<file path="config.mk">
export PLATFORM = sky130hd
export DESIGN_NAME = rxfc_top
export DESIGN_NICKNAME = d
export VERILOG_FILES = /design/src/design/rxfc_port.v /design/src/design/rxfc_top.v
export VERILOG_INCLUDE_DIRS = /design/src /design/src/design
export SDC_FILE = /design/constraint.sdc
export NUM_CORES = 1
export LEC_CHECK = 0
export BUFFER_PORTS_ARGS = -buffer_cell sky130_fd_sc_hd__buf_2
export CAP_MARGIN = 20
export CORE_MARGIN = 5
export CORE_UTILIZATION = 45
export CTS_CLUSTER_DIAMETER = 200
export DETAILED_ROUTE_END_ITERATION = 7
export MAX_ROUTING_LAYER = met4
export PLACE_DENSITY_LB_ADDON = 0.08
export SETUP_SLACK_MARGIN = 0.02
export SYNTH_ARGS = -nofsm -noshare
export SYNTH_HDL_FRONTEND = slang
export SYNTH_SLANG_ARGS = --single-unit
</file>
<file path="constraint.sdc">
create_clock -name pclk -period 4 [get_ports pclk]
set_clock_uncertainty 0.15 [all_clocks]
set_input_delay 0 -clock pclk [delete_from_list [all_inputs] [get_ports pclk]]
set_output_delay 0 -clock pclk [all_outputs]
set_load 0.02 [all_outputs]
</file>
<file path="src/design/rxfc_map.vh">
// Purpose: register map and field positions of the receive config bank
// Assumes: byte registers, one per aligned 32-bit APB word
// Notes: port n copy sits at base plus n times the port stride
`ifndef RXFC_MAP_VH
`define RXFC_MAP_VH
`define RXFC_OFF_SA5 12'h06a
`define RXFC_OFF_SA6 12'h06b
`define RXFC_OFF_SA7 12'h06c
`define RXFC_OFF_SA8 12'h06d
`define RXFC_OFF_LAST 12'h06e
`define RXFC_OFF_CODE 12'h06f
`define RXFC_OFF_MMR 12'h080
`define RXFC_OFF_RC1 12'h081
`define RXFC_OFF_MON 12'h070
`define RXFC_PORT_STRIDE 12'h200
`define RXFC_NPORTS 4
`define RXFC_MM_FRAMER_ON 7
`define RXFC_MM_INIT_DONE 6
`define RXFC_MM_SOFT_RST 1
`define RXFC_MM_STD_SEL 0
`define RXFC_RC1_B7 7
`define RXFC_RC1_B6 6
`define RXFC_RC1_B5 5
`define RXFC_RC1_B4 4
`define RXFC_RC1_B3 3
`define RXFC_RC1_B2 2
`define RXFC_RC1_INHIBIT 1
`define RXFC_RC1_RESYNC 0
`define RXFC_MMR_MASK 8'hc3
`define RXFC_RC1_E1_MASK 8'h7f
`define RXFC_MON_MASK 8'h1f
`define RXFC_RESET_BYTE 8'h00
`endif

</file>
<file path="src/design/rxfc_port.v">
// Purpose: one port's Sa capture and receive control byte store
// Assumes: Sa strobes come from framer logic on pclk
// Notes: Sa5 to Sa8 capture bytes swap in as a whole set per multiframe; last bits and code update per strobe
`timescale 1ns/1ps
`default_nettype none
`include "rxfc_map.vh"
module rxfc_port (
    input wire pclk,
    input wire presetn,
    input wire wr_en,
    input wire [11:0] wr_off,
    input wire [7:0] wr_data,
    input wire [11:0] rd_off,
    output reg [7:0] rd_data,
    input wire sa_valid,
    input wire [2:0] sa_frame_idx,
    input wire [4:0] sa_bits,
    input wire mf_end,
    output wire [7:0] mode_q,
    output wire [7:0] ctrl_q,
    output reg resync_pulse_q,
    output reg sa_change_q
);
    reg [7:0] mmr_q;
    reg [7:0] rc1_q;
    reg [7:0] mon_q;
    reg [4:0] last_q;
    reg [3:0] code_q;
    reg [7:0] shad_q [0:3];
    reg [7:0] frm_q [0:3];
    wire e1 = mmr_q[`RXFC_MM_STD_SEL];
    wire [4:0] chg = (sa_bits ^ last_q) & mon_q[4:0];
    integer i;

    assign mode_q = mmr_q;
    assign ctrl_q = rc1_q;

    always @(posedge pclk or negedge presetn) begin
        if (!presetn) begin
            mmr_q <= `RXFC_RESET_BYTE;
            rc1_q <= `RXFC_RESET_BYTE;
            mon_q <= `RXFC_RESET_BYTE;
            resync_pulse_q <= 1'b0;
        end else begin
            // rising edge of bit0 only; host must clear it between requests
            resync_pulse_q <= wr_en && wr_off == `RXFC_OFF_RC1 &&
                wr_data[`RXFC_RC1_RESYNC] &&
                !rc1_q[`RXFC_RC1_RESYNC];
            if (wr_en && wr_off == `RXFC_OFF_MMR)
                mmr_q <= wr_data & `RXFC_MMR_MASK;
            if (wr_en && wr_off == `RXFC_OFF_RC1)
                rc1_q <= e1 ? (wr_data & `RXFC_RC1_E1_MASK)
                            : wr_data;
            if (wr_en && wr_off == `RXFC_OFF_MON)
                mon_q <= wr_data & `RXFC_MON_MASK;
        end
    end

    always @(posedge pclk or negedge presetn) begin
        if (!presetn) begin
            last_q <= 5'h00;
            code_q <= 4'h0;
            sa_change_q <= 1'b0;
            for (i = 0; i < 4; i = i + 1) begin
                shad_q[i] <= `RXFC_RESET_BYTE;
                frm_q[i] <= `RXFC_RESET_BYTE;
            end
        end else begin
            sa_change_q <= sa_valid && (chg != 5'h00);
            if (sa_valid) begin
                last_q <= sa_bits;
                // shift in unaligned; any rotation may be reported
                code_q <= {code_q[2:0], sa_bits[2]};
                for (i = 0; i < 4; i = i + 1)
                    shad_q[i][sa_frame_idx] <= sa_bits[3 - i];
            end
            if (mf_end) begin
                for (i = 0; i < 4; i = i + 1)
                    frm_q[i] <= shad_q[i];
            end
        end
    end

    // reads have no side effect; capture bytes have no write path
    always @* begin
        case (rd_off)
            `RXFC_OFF_SA5: rd_data = frm_q[0];
            `RXFC_OFF_SA6: rd_data = frm_q[1];
            `RXFC_OFF_SA7: rd_data = frm_q[2];
            `RXFC_OFF_SA8: rd_data = frm_q[3];
            `RXFC_OFF_LAST: rd_data = {3'h0, last_q};
            `RXFC_OFF_CODE: rd_data = {4'h0, code_q};
            `RXFC_OFF_MMR: rd_data = mmr_q;
            `RXFC_OFF_RC1: rd_data = rc1_q;
            `RXFC_OFF_MON: rd_data = mon_q;
            default: rd_data = 8'h00;
        endcase
    end
endmodule // rxfc_port
`default_nettype wire

</file>
<file path="src/design/rxfc_top.v">
// Purpose: four-port receive config and Sa capture bank on APB
// Assumes: pclk 25 MHz; Sa strobes synchronous to pclk
// Notes: zero-wait APB, pslverr on unmapped address
//
// Added by the designer: the APB register port.
`timescale 1ns/1ps
`default_nettype none
`include "rxfc_map.vh"
module rxfc_top #(
    parameter NPORTS = `RXFC_NPORTS
) (
    input wire pclk,
    input wire presetn,
    input wire psel,
    input wire penable,
    input wire pwrite,
    input wire [31:0] paddr,
    input wire [31:0] pwdata,
    output reg [31:0] prdata,
    output reg pready,
    output reg pslverr,
    input wire [NPORTS-1:0] sa_valid,
    input wire [3*NPORTS-1:0] sa_frame_idx,
    input wire [5*NPORTS-1:0] sa_bits,
    input wire [NPORTS-1:0] mf_end,
    output reg [NPORTS-1:0] framer_on,
    output reg [NPORTS-1:0] framer_run,
    output reg [NPORTS-1:0] receiver_soft_reset,
    output reg [NPORTS-1:0] line_standard_select,
    output reg [NPORTS-1:0] sync_qualify_length,
    output reg [NPORTS-1:0] rx_zero_sub_enable,
    output reg [NPORTS-1:0] rx_framing_format,
    output reg [NPORTS-1:0] auto_resync_trigger,
    output reg [NPORTS-1:0] sync_search_criteria,
    output reg [NPORTS-1:0] japan_crc_select,
    output reg [NPORTS-1:0] auto_resync_inhibit,
    output reg [NPORTS-1:0] rx_hdb_decode_enable,
    output reg [NPORTS-1:0] signaling_mode_select,
    output reg [NPORTS-1:0] slot26_blank_enable,
    output reg [NPORTS-1:0] multiframe_crc_enable,
    output reg [NPORTS-1:0] frame_resync_criteria,
    output reg [NPORTS-1:0] resync_start,
    output reg [NPORTS-1:0] sa_change
);
    // byte address = printed offset * 4, since offsets are not word aligned
    wire [13:0] word = paddr[15:2];
    wire [1:0] port_sel = word[10:9];
    wire [11:0] off = {3'h0, word[8:0]};
    // bits above the port field must be clear, else copies would alias
    wire hi_zero = (paddr[31:13] == 19'h00000) && (paddr[1:0] == 2'b00);
    wire setup = psel && !penable;
    wire [NPORTS*8-1:0] rd_all;
    wire [NPORTS*8-1:0] mode_all;
    wire [NPORTS*8-1:0] ctrl_all;
    wire [NPORTS-1:0] pulse_all;
    wire [NPORTS-1:0] chg_all;
    reg [7:0] rd_sel;
    integer k;
    integer j;

    function mapped;
        input [11:0] o;
        begin
            mapped = (o >= `RXFC_OFF_SA5 && o <= `RXFC_OFF_MON) ||
                o == `RXFC_OFF_MMR || o == `RXFC_OFF_RC1;
        end
    endfunction

    wire addr_ok = hi_zero && ({1'b0, port_sel} < NPORTS) && mapped(off);

    genvar g;
    generate
        for (g = 0; g < NPORTS; g = g + 1) begin : g_port
            rxfc_port u_port (
                .pclk(pclk),
                .presetn(presetn),
                // write lands only at the edge that completes the access
                .wr_en(psel && penable && pready && pwrite && addr_ok &&
                    port_sel == g),
                .wr_off(off),
                .wr_data(pwdata[7:0]),
                .rd_off(off),
                .rd_data(rd_all[g*8 +: 8]),
                .sa_valid(sa_valid[g]),
                .sa_frame_idx(sa_frame_idx[g*3 +: 3]),
                .sa_bits(sa_bits[g*5 +: 5]),
                .mf_end(mf_end[g]),
                .mode_q(mode_all[g*8 +: 8]),
                .ctrl_q(ctrl_all[g*8 +: 8]),
                .resync_pulse_q(pulse_all[g]),
                .sa_change_q(chg_all[g])
            );
        end
    endgenerate

    always @* begin
        rd_sel = 8'h00;
        for (j = 0; j < NPORTS; j = j + 1)
            if (port_sel == j)
                rd_sel = rd_all[j*8 +: 8];
    end

    // answer registered in setup, so access phase completes at once
    always @(posedge pclk or negedge presetn) begin
        if (!presetn) begin
            prdata <= 32'h00000000;
            pready <= 1'b0;
            pslverr <= 1'b0;
        end else begin
            pready <= setup;
            pslverr <= setup && !addr_ok;
            if (setup && !pwrite)
                prdata <= addr_ok ? {24'h000000, rd_sel} : 32'h00000000;
        end
    end

    // per-port control outputs, all registered
    always @(posedge pclk or negedge presetn) begin
        if (!presetn) begin
            framer_on <= {NPORTS{1'b0}};
            framer_run <= {NPORTS{1'b0}};
            receiver_soft_reset <= {NPORTS{1'b0}};
            line_standard_select <= {NPORTS{1'b0}};
            sync_qualify_length <= {NPORTS{1'b0}};
            rx_zero_sub_enable <= {NPORTS{1'b0}};
            rx_framing_format <= {NPORTS{1'b0}};
            auto_resync_trigger <= {NPORTS{1'b0}};
            sync_search_criteria <= {NPORTS{1'b0}};
            japan_crc_select <= {NPORTS{1'b0}};
            auto_resync_inhibit <= {NPORTS{1'b0}};
            rx_hdb_decode_enable <= {NPORTS{1'b0}};
            signaling_mode_select <= {NPORTS{1'b0}};
            slot26_blank_enable <= {NPORTS{1'b0}};
            multiframe_crc_enable <= {NPORTS{1'b0}};
            frame_resync_criteria <= {NPORTS{1'b0}};
            resync_start <= {NPORTS{1'b0}};
            sa_change <= {NPORTS{1'b0}};
        end else begin
            for (k = 0; k < NPORTS; k = k + 1) begin
                framer_on[k] <= mode_all[k*8+`RXFC_MM_FRAMER_ON];
                // runs only once init done seen with enable set
                framer_run[k] <= mode_all[k*8+`RXFC_MM_INIT_DONE] &&
                    mode_all[k*8+`RXFC_MM_FRAMER_ON] &&
                    !mode_all[k*8+`RXFC_MM_SOFT_RST];
                receiver_soft_reset[k] <=
                    mode_all[k*8+`RXFC_MM_SOFT_RST];
                line_standard_select[k] <=
                    mode_all[k*8+`RXFC_MM_STD_SEL];
                // T1 field outputs driven zero in E1 mode and vice versa
                if (!mode_all[k*8+`RXFC_MM_STD_SEL]) begin
                    sync_qualify_length[k] <=
                        ctrl_all[k*8+`RXFC_RC1_B7];
                    rx_zero_sub_enable[k] <=
                        ctrl_all[k*8+`RXFC_RC1_B6];
                    rx_framing_format[k] <=
                        ctrl_all[k*8+`RXFC_RC1_B5];
                    auto_resync_trigger[k] <=
                        ctrl_all[k*8+`RXFC_RC1_B4];
                    sync_search_criteria[k] <=
                        ctrl_all[k*8+`RXFC_RC1_B3];
                    japan_crc_select[k] <=
                        ctrl_all[k*8+`RXFC_RC1_B2];
                    rx_hdb_decode_enable[k] <= 1'b0;
                    signaling_mode_select[k] <= 1'b0;
                    slot26_blank_enable[k] <= 1'b0;
                    multiframe_crc_enable[k] <= 1'b0;
                    frame_resync_criteria[k] <= 1'b0;
                end else begin
                    sync_qualify_length[k] <= 1'b0;
                    rx_zero_sub_enable[k] <= 1'b0;
                    rx_framing_format[k] <= 1'b0;
                    auto_resync_trigger[k] <= 1'b0;
                    sync_search_criteria[k] <= 1'b0;
                    japan_crc_select[k] <= 1'b0;
                    rx_hdb_decode_enable[k] <=
                        ctrl_all[k*8+`RXFC_RC1_B6];
                    signaling_mode_select[k] <=
                        ctrl_all[k*8+`RXFC_RC1_B5];
                    slot26_blank_enable[k] <=
                        ctrl_all[k*8+`RXFC_RC1_B4];
                    multiframe_crc_enable[k] <=
                        ctrl_all[k*8+`RXFC_RC1_B3];
                    frame_resync_criteria[k] <=
                        ctrl_all[k*8+`RXFC_RC1_B2];
                end
                auto_resync_inhibit[k] <=
                    ctrl_all[k*8+`RXFC_RC1_INHIBIT];
                resync_start[k] <= pulse_all[k];
                sa_change[k] <= chg_all[k];
            end
        end
    end
endmodule // rxfc_top
`default_nettype wire

</file>
==> flow_summary.ini, run 1 <==
[status]
status = complete, no violations

[die]
io_pins = 215
coreArea_mm2 = 0.04176
initial_core_util_pct = 45.37
rows = 75
dieWidth_um = 215.2
die_area_mm2 = 0.04630
die_height_um = 215.2

[detailed_routing]
wirelength_um = 52190
drc_errors = 0
routedWlPerCell_um = 24.21
routed-via-count = 12070
first_pass_iters = 5
ant_nets = 0
drt-initial-drc-count = 855
vias_per_cell = 5.598

[pwr]
sw_frac_of_total_pct = 23.95
peakVddDrop_mv = 0.2711
p_int_mw = 8.782
combPwrFrac_pct = 11.6
p_clk_share_pct = 40.1
power_mw = 11.55
power.leakage_nw = 10.56
powerDensity_mw_per_mm2 = 507.0
share_seq_of_total_power_pct = 48.3
switchingPower_mw = 2.765

[layout]
n_fill_cell = 3541
areaGrowthSynthToFinish_pct = 20.20
seqCellArea_mm2 = 0.01116
layout.nets = 1687
multi_input_area_mm2 = 0.007326
drive_gt1_share_pct = 38.01

[sta]
rsz0062_at_grt = no
final-max-slew-violation-count = 0
setup-violations-final = 0
slew_headroom_pct = 38.38
period_minus_slack_ns = 3.756
finalHoldViolations = 0
period_share_pct = 93.91
fmax_mhz = 266.2
worst_pin_slew_ns = 0.9209
fin_ws_ns = 0.2436
tns_ns = 0

[placed_design]
gp_congestion = 0.8900
io_buffers = 166
dp_slack_ns = 1.083
dp_hpwl_um = 36650

[worst_setup_path]
crit_slowest_cell = dlygate4sd3_1
cp_cell_sequence = dlygate4sd3_1 -> buf_2 -> nor2_1 -> dlygate4sd3_1 -> nand2_1 -> dlygate4sd3_1 -> a211oi_2 -> dlygate4sd3_1 -> nand4_4 -> mux2_1 -> dlygate4sd3_1
setup.worst_path.start_class = input pin
cp_slowest_stage_delay_ns = 0.70
critical_path_buf_inv_count = 6
cp.required_ns = 4.31
path_class = input pin to flop
crit_top_cell = dlygate4sd3_1
crit_family = buffers and inverters
cp_max_fo = 10
arrival_ns = 4.06
end_kind = flop

[grt]
track_usage_pct = 23.35
grt_pass1_wl_um = 81060
grt_pass1_vias = 12603
grt_antenna_before_repair = 7
overflow = 0
grt_start_max_net_pins = 103

[clocking]
clk_pin_slew_worst_paths_ns = 0.06
cts_max_level = 2
cts-root-buf = clkbuf_16
cts_tree = built
worstSkewPairLatency_ns = 0.57
cts_buffer_depth = 3
cts-resized-gates = 0
cts_inserted_buffers = 47
clkSinkCount = 446

[logic_synthesis]
yosysUniqueCellTypes = 75
avgSynthCellArea_um2 = 14.21
yosysTopAreaCell = dfrtp_1
ys_top_cells_by_area = dfrtp_1, mux2_2, mux2_1, buf_4, mux2i_1
yosysMostFrequentCell = dfrtp_1
async_flop_share_pct = 100.0
syn_area_mm2 = 0.01895
synth_top_area_share_pct = 58.91
synth_common_cells = dfrtp_1, mux2_2, mux2_1, clkbuf_1, nand2_1
synth-seq-area-share_pct = 58.91
ys_seq_elements = 446
syn-instance-count = 1333
yosysWarningCount = 0
synthFlopType = dfrtp_1
synth_edf_count = 0

[run]
drv_cap = 0

[hold_path]
hp-class = input pin to async pin
[cells by family after synthesis]
logic type / after synthesis / synth area share, %
buffers and inverters: 104 / 2.879
other: 1 / 0.01979
muxes: 400 / 23.74
AOI/OAI and AO/OA: 129 / 5.534
xor gates and xnor gates: 20 / 0.9246
and+or+nand+nor: 233 / 7.991
DFF: 446 / 58.91
[sequential cells by signal, indices dropped and copies added (netlist names), 8 cells and up]
register and cells:
g_port.u_port.code_q 16, g_port.u_port.ctrl_q 32, g_port.u_port.frm_q 128, g_port.u_port.last_q 16
g_port.u_port.mode_q 16, g_port.u_port.mon_q 20, g_port.u_port.shad_q 128, prdata 8
[routing by layer]
layer	GRT usage (%)	part of all wire (%)
met5	-	0
met4	6.337	2.8
met3	5.122	6.0
met2	33.70	43
met1	33.69	48
[worst min-delay path: stages]
cell and delay, ns:
dlygate4sd3_1 0.57, buf_8 0.22, buf_12 0.33
[placed cells by master, fill, tap and decap left out, types with 15 or more instances in the layout]
cell,n
xor2_1,20
nor2b_1,27
conb_1,24
clkbuf_16,49
and2_1,22
nor3_1,18
nand2_1,35
a221oi_1,19
buf_2,165
dfrtp_1,446
nor2_1,15
mux2_2,319
a22oi_1,23
dlygate4sd3_1,84
mux2_1,56
mux2i_1,23
buf_4,18
[cell type report]
| class | count | area share [%] |
|---|---|---|
| sequential | 446 | 49.01 |
| multi-input combinational | 806 | 32.17 |
| timing repair buffer | 273 | 8.450 |
| clock buffer | 65 | 6.219 |
| tap | 539 | 2.961 |
| clock inverter | 16 | 1.049 |
| antenna | 7 | 0.07692 |
| inverter | 4 | 0.06593 |
[final timing paths]
check / cells after the start / start / to / slack, ns
max in group asynchronous: 3 / presetn / g_port[0].u_port.frm_q[10] / 3.23
min in group pclk: 7 / paddr[1] / g_port[3].u_port.resync_pulse_q / 0.09
max reg2reg: 6 / g_port[0].u_port.mode_q[0] / prdata[0] / 1.37
max: 11 / paddr[13] / g_port[0].u_port.ctrl_q[6] / 0.24
min: 3 / presetn / g_port[2].u_port.frm_q[30] / 0.01
min reg2reg: 0 / g_port[0].u_port.resync_pulse_q / resync_start[0] / 0.20
[stage by stage]
step | hold slack (ns) | cells | area, um2 | utilization, %
6_report | 0.01241 | 2156 | 22770 | 54.53
2_1_floorplan | -0.4456 | 1356 | 19030 | -
3_3_place_gp | -0.01711 | 1983 | 20230 | 48.45
3_5_place_dp | -0.008759 | 1983 | 20230 | 48.45
4_1_cts | 0.001811 | 2149 | 22760 | 54.49
5_1_grt | 0.03621 | 2156 | 22770 | 54.53
[timing repair]
| item | CTS | global route |
|---|---|---|
| endpoints found under the hold margin | 545 | 0 |
| buffers inserted | 0 | 0 |
| hold buffers | 85 | 0 |
[power by group through the flow]
stage | Clock [mW] | Sequential (mW) | Combinational (mW)
final | 4.63 | 5.58 | 1.34
after global routing | 4.92 | 5.66 | 1.48
after CTS | 4.75 | 5.58 | 1.36
after detailed placement | 0 | 5.66 | 1.28
after global placement | 0 | 5.64 | 1.24
after floorplan | 0 | 5.49 | 0.912
Note: power is estimated with default switching activity, not from simulation.
==> run 2: changes to the inputs <==
--- a/config.mk
+++ b/config.mk
@@ -9,12 +9,14 @@
 export BUFFER_PORTS_ARGS = -buffer_cell sky130_fd_sc_hd__buf_2
 export CAP_MARGIN = 20
 export CORE_MARGIN = 5
-export CORE_UTILIZATION = 45
+export CORE_UTILIZATION = 63
 export CTS_CLUSTER_DIAMETER = 200
 export DETAILED_ROUTE_END_ITERATION = 7
+export HOLD_SLACK_MARGIN = 0.15
 export MAX_ROUTING_LAYER = met4
 export PLACE_DENSITY_LB_ADDON = 0.08
 export SETUP_SLACK_MARGIN = 0.02
 export SYNTH_ARGS = -nofsm -noshare
 export SYNTH_HDL_FRONTEND = slang
+export SYNTH_HIERARCHICAL = 1
 export SYNTH_SLANG_ARGS = --single-unit
==> run 2 against run 1 <==
  * Final cell count shrank 0.37%
  * Utilization up 21 points
  * Worst hold slack improved by 0.18 ns
  * Critical path type unchanged
  * Critical endpoint is now g_port[0].u_port/ctrl_q[5]
  * Largest power group unchanged
==> flow_summary.ini, run 2 <==
[status]
status = complete, no violations

[worst_setup_path]
cp_cell_sequence = dlygate4sd3_1 -> buf_2 -> nand2_1 -> or4_4 -> a21oi_1 -> and3_1 -> or4b_4 -> nor4_4 -> nand2_2 -> mux2_2 -> dlygate4sd3_1
crit_start = paddr[7]
arrival_ns = 3.84
path_class = input pin to flop
crit_slowest_cell = dlygate4sd3_1
crit_top_cell = dlygate4sd3_1
cp.required_ns = 4.27
end_kind = flop
cp_slowest_stage_delay_ns = 0.56
crit_path_end = g_port[0].u_port/ctrl_q[5]
setup.worst_path.start_class = input pin
r2r_start = pready
rrSetupSlack_ns = 0.80
r2r_end = g_port[0].u_port/ctrl_q[5]
r2r_cells = 8
cp_max_fo = 22

[layout]
utilization_pct = 75.70
diodes = 0
final_area_mm2 = 0.02370
layout.nets = 1820
areaGrowthSynthToFinish_pct = 19.57
final_cell_mix = dfrtp_1, mux2_2, buf_2
final_common_cell = dfrtp_1
drive_gt1_share_pct = 39.69
finalNonFillerCells = 2148

[clocking]
cts_max_level = 2
cts_inserted_buffers = 45
cts_buffer_depth = 3
worstSkewPairLatency_ns = 0.55
cts_tree = built
cts_setup_buffers = 0
clkSinkCount = 446
cts-root-buf = clkbuf_16
cts-resized-gates = 0
clk_pin_slew_worst_paths_ns = 0.06

[logic_synthesis]
syn-instance-count = 1418
syn_area_mm2 = 0.01982
yosysWarningCount = 6
avgSynthCellArea_um2 = 13.98

[sta]
period_share_pct = 89.10
slew_headroom_pct = 40.26
final-max-slew-violation-count = 0
setup-violations-final = 0
rsz0062_at_grt = no
fmax_mhz = 280.6
finalHoldViolations = 0
worst_pin_slew_ns = 0.8879
tns_ns = 0
period_minus_slack_ns = 3.564

[die]
initial_core_util_pct = 63.31
io_pins = 215
die_area_mm2 = 0.03511
die_height_um = 187.4
coreArea_mm2 = 0.03131
rows = 65
dieWidth_um = 187.4

[placed_design]
dpl_cell_area_mm2 = 0.02113
gp_congestion = 0.8912
dp_hpwl_um = 31160
io_buffers = 166
dp.cells = 1970

[detailed_routing]
first_pass_iters = 7
drt-initial-drc-count = 993
ant_nets = 0
wirelength_um = 47770
vias_per_cell = 6.092
routedWlPerCell_um = 22.24
drc_errors = 0
routed-via-count = 13086

[pwr]
powerDensity_mw_per_mm2 = 482.0
p_clk_share_pct = 38.8
power.leakage_nw = 10.81
p_int_mw = 8.739
switchingPower_mw = 2.685
share_seq_of_total_power_pct = 48.5
peakVddDrop_mv = 0.3826
sw_frac_of_total_pct = 23.50
combPwrFrac_pct = 12.7

[grt]
grt_antenna_before_repair = 2
track_usage_pct = 28.38
grt_pass1_vias = 13515
grt_start_max_net_pins = 107
grt_pass1_wl_um = 77520
overflow = 0

[hold_path]
hp-class = flop to flop
min_path_cells = 0

[run]
drv_cap = 0
==> run 2: worst min-delay path by stage <==
| stage | from | endpoint | slack (ns) |
|---|---|---|---|
| 3_5_place_dp | presetn | g_port[0].u_port/frm_q[5] | -0.06 |
| 5_1_grt | g_port[3].u_port/sa_change_q | sa_change[3] | 0.22 |
| 2_1_floorplan | presetn | auto_resync_inhibit[0] | -0.45 |
| 6_report | g_port[3].u_port/sa_change_q | sa_change[3] | 0.20 |
| 4_1_cts | psel | pready | 0.20 |
| 3_3_place_gp | presetn | g_port[0].u_port/frm_q[5] | -0.06 |
==> run 2: power groups by stage <==
stage               registers (mW)  clock network [mW]  logic (mW)
CTS                           5.55                4.51        1.45
global placement              5.58                   0        1.32
detailed placement            5.62                   0        1.36
finish                        5.55                4.43        1.45
global route                  5.63                4.72        1.58
floorplan                     5.49                   0       0.988
==> run 2: metal layers <==
layer	up-vias	track usage (%)	routed length [um]
met5	-	-	0
met4	0	7.595	1237
met3	100	4.181	2926
met2	453	45.66	23450
met1	6723	38.58	20160
li1	5810	-	-
==> run 2: critical path, delay by kind of cell <==
family          cells  cell delay, ns
compound gates      1            0.22
mux                 1            0.32
buf+inv             3            1.57
simple gates        6            1.69
==> run 2: through the flow <==
stage,worst slack (ns),power [mW],hold WS (ns)
after floorplan,1.431,6.480,-0.4456
after global placement,0.8784,6.898,-0.06156
after detailed placement,0.8373,6.988,-0.06183
after CTS,0.5366,11.51,0.1958
after global routing,0.2540,11.94,0.2156
final,0.4359,11.42,0.1971
==> run 2: layout make-up <==
class / instances / area, um2
clock inverter: 15 / 235.2
multi-input combinational: 933 / 8416
inverter: 5 / 18.77
fill: 2004 / 7610
sequential: 446 / 11160
clock buffer: 67 / 1361
tap: 402 / 503.0
timing repair buffer: 280 / 2007
==> run 2: timing repair <==
item                                    in CTS  in global routing
endpoints found under the setup margin       0                  0
hold endpoints to repair                   820                  0
hold buffers                                96                  0
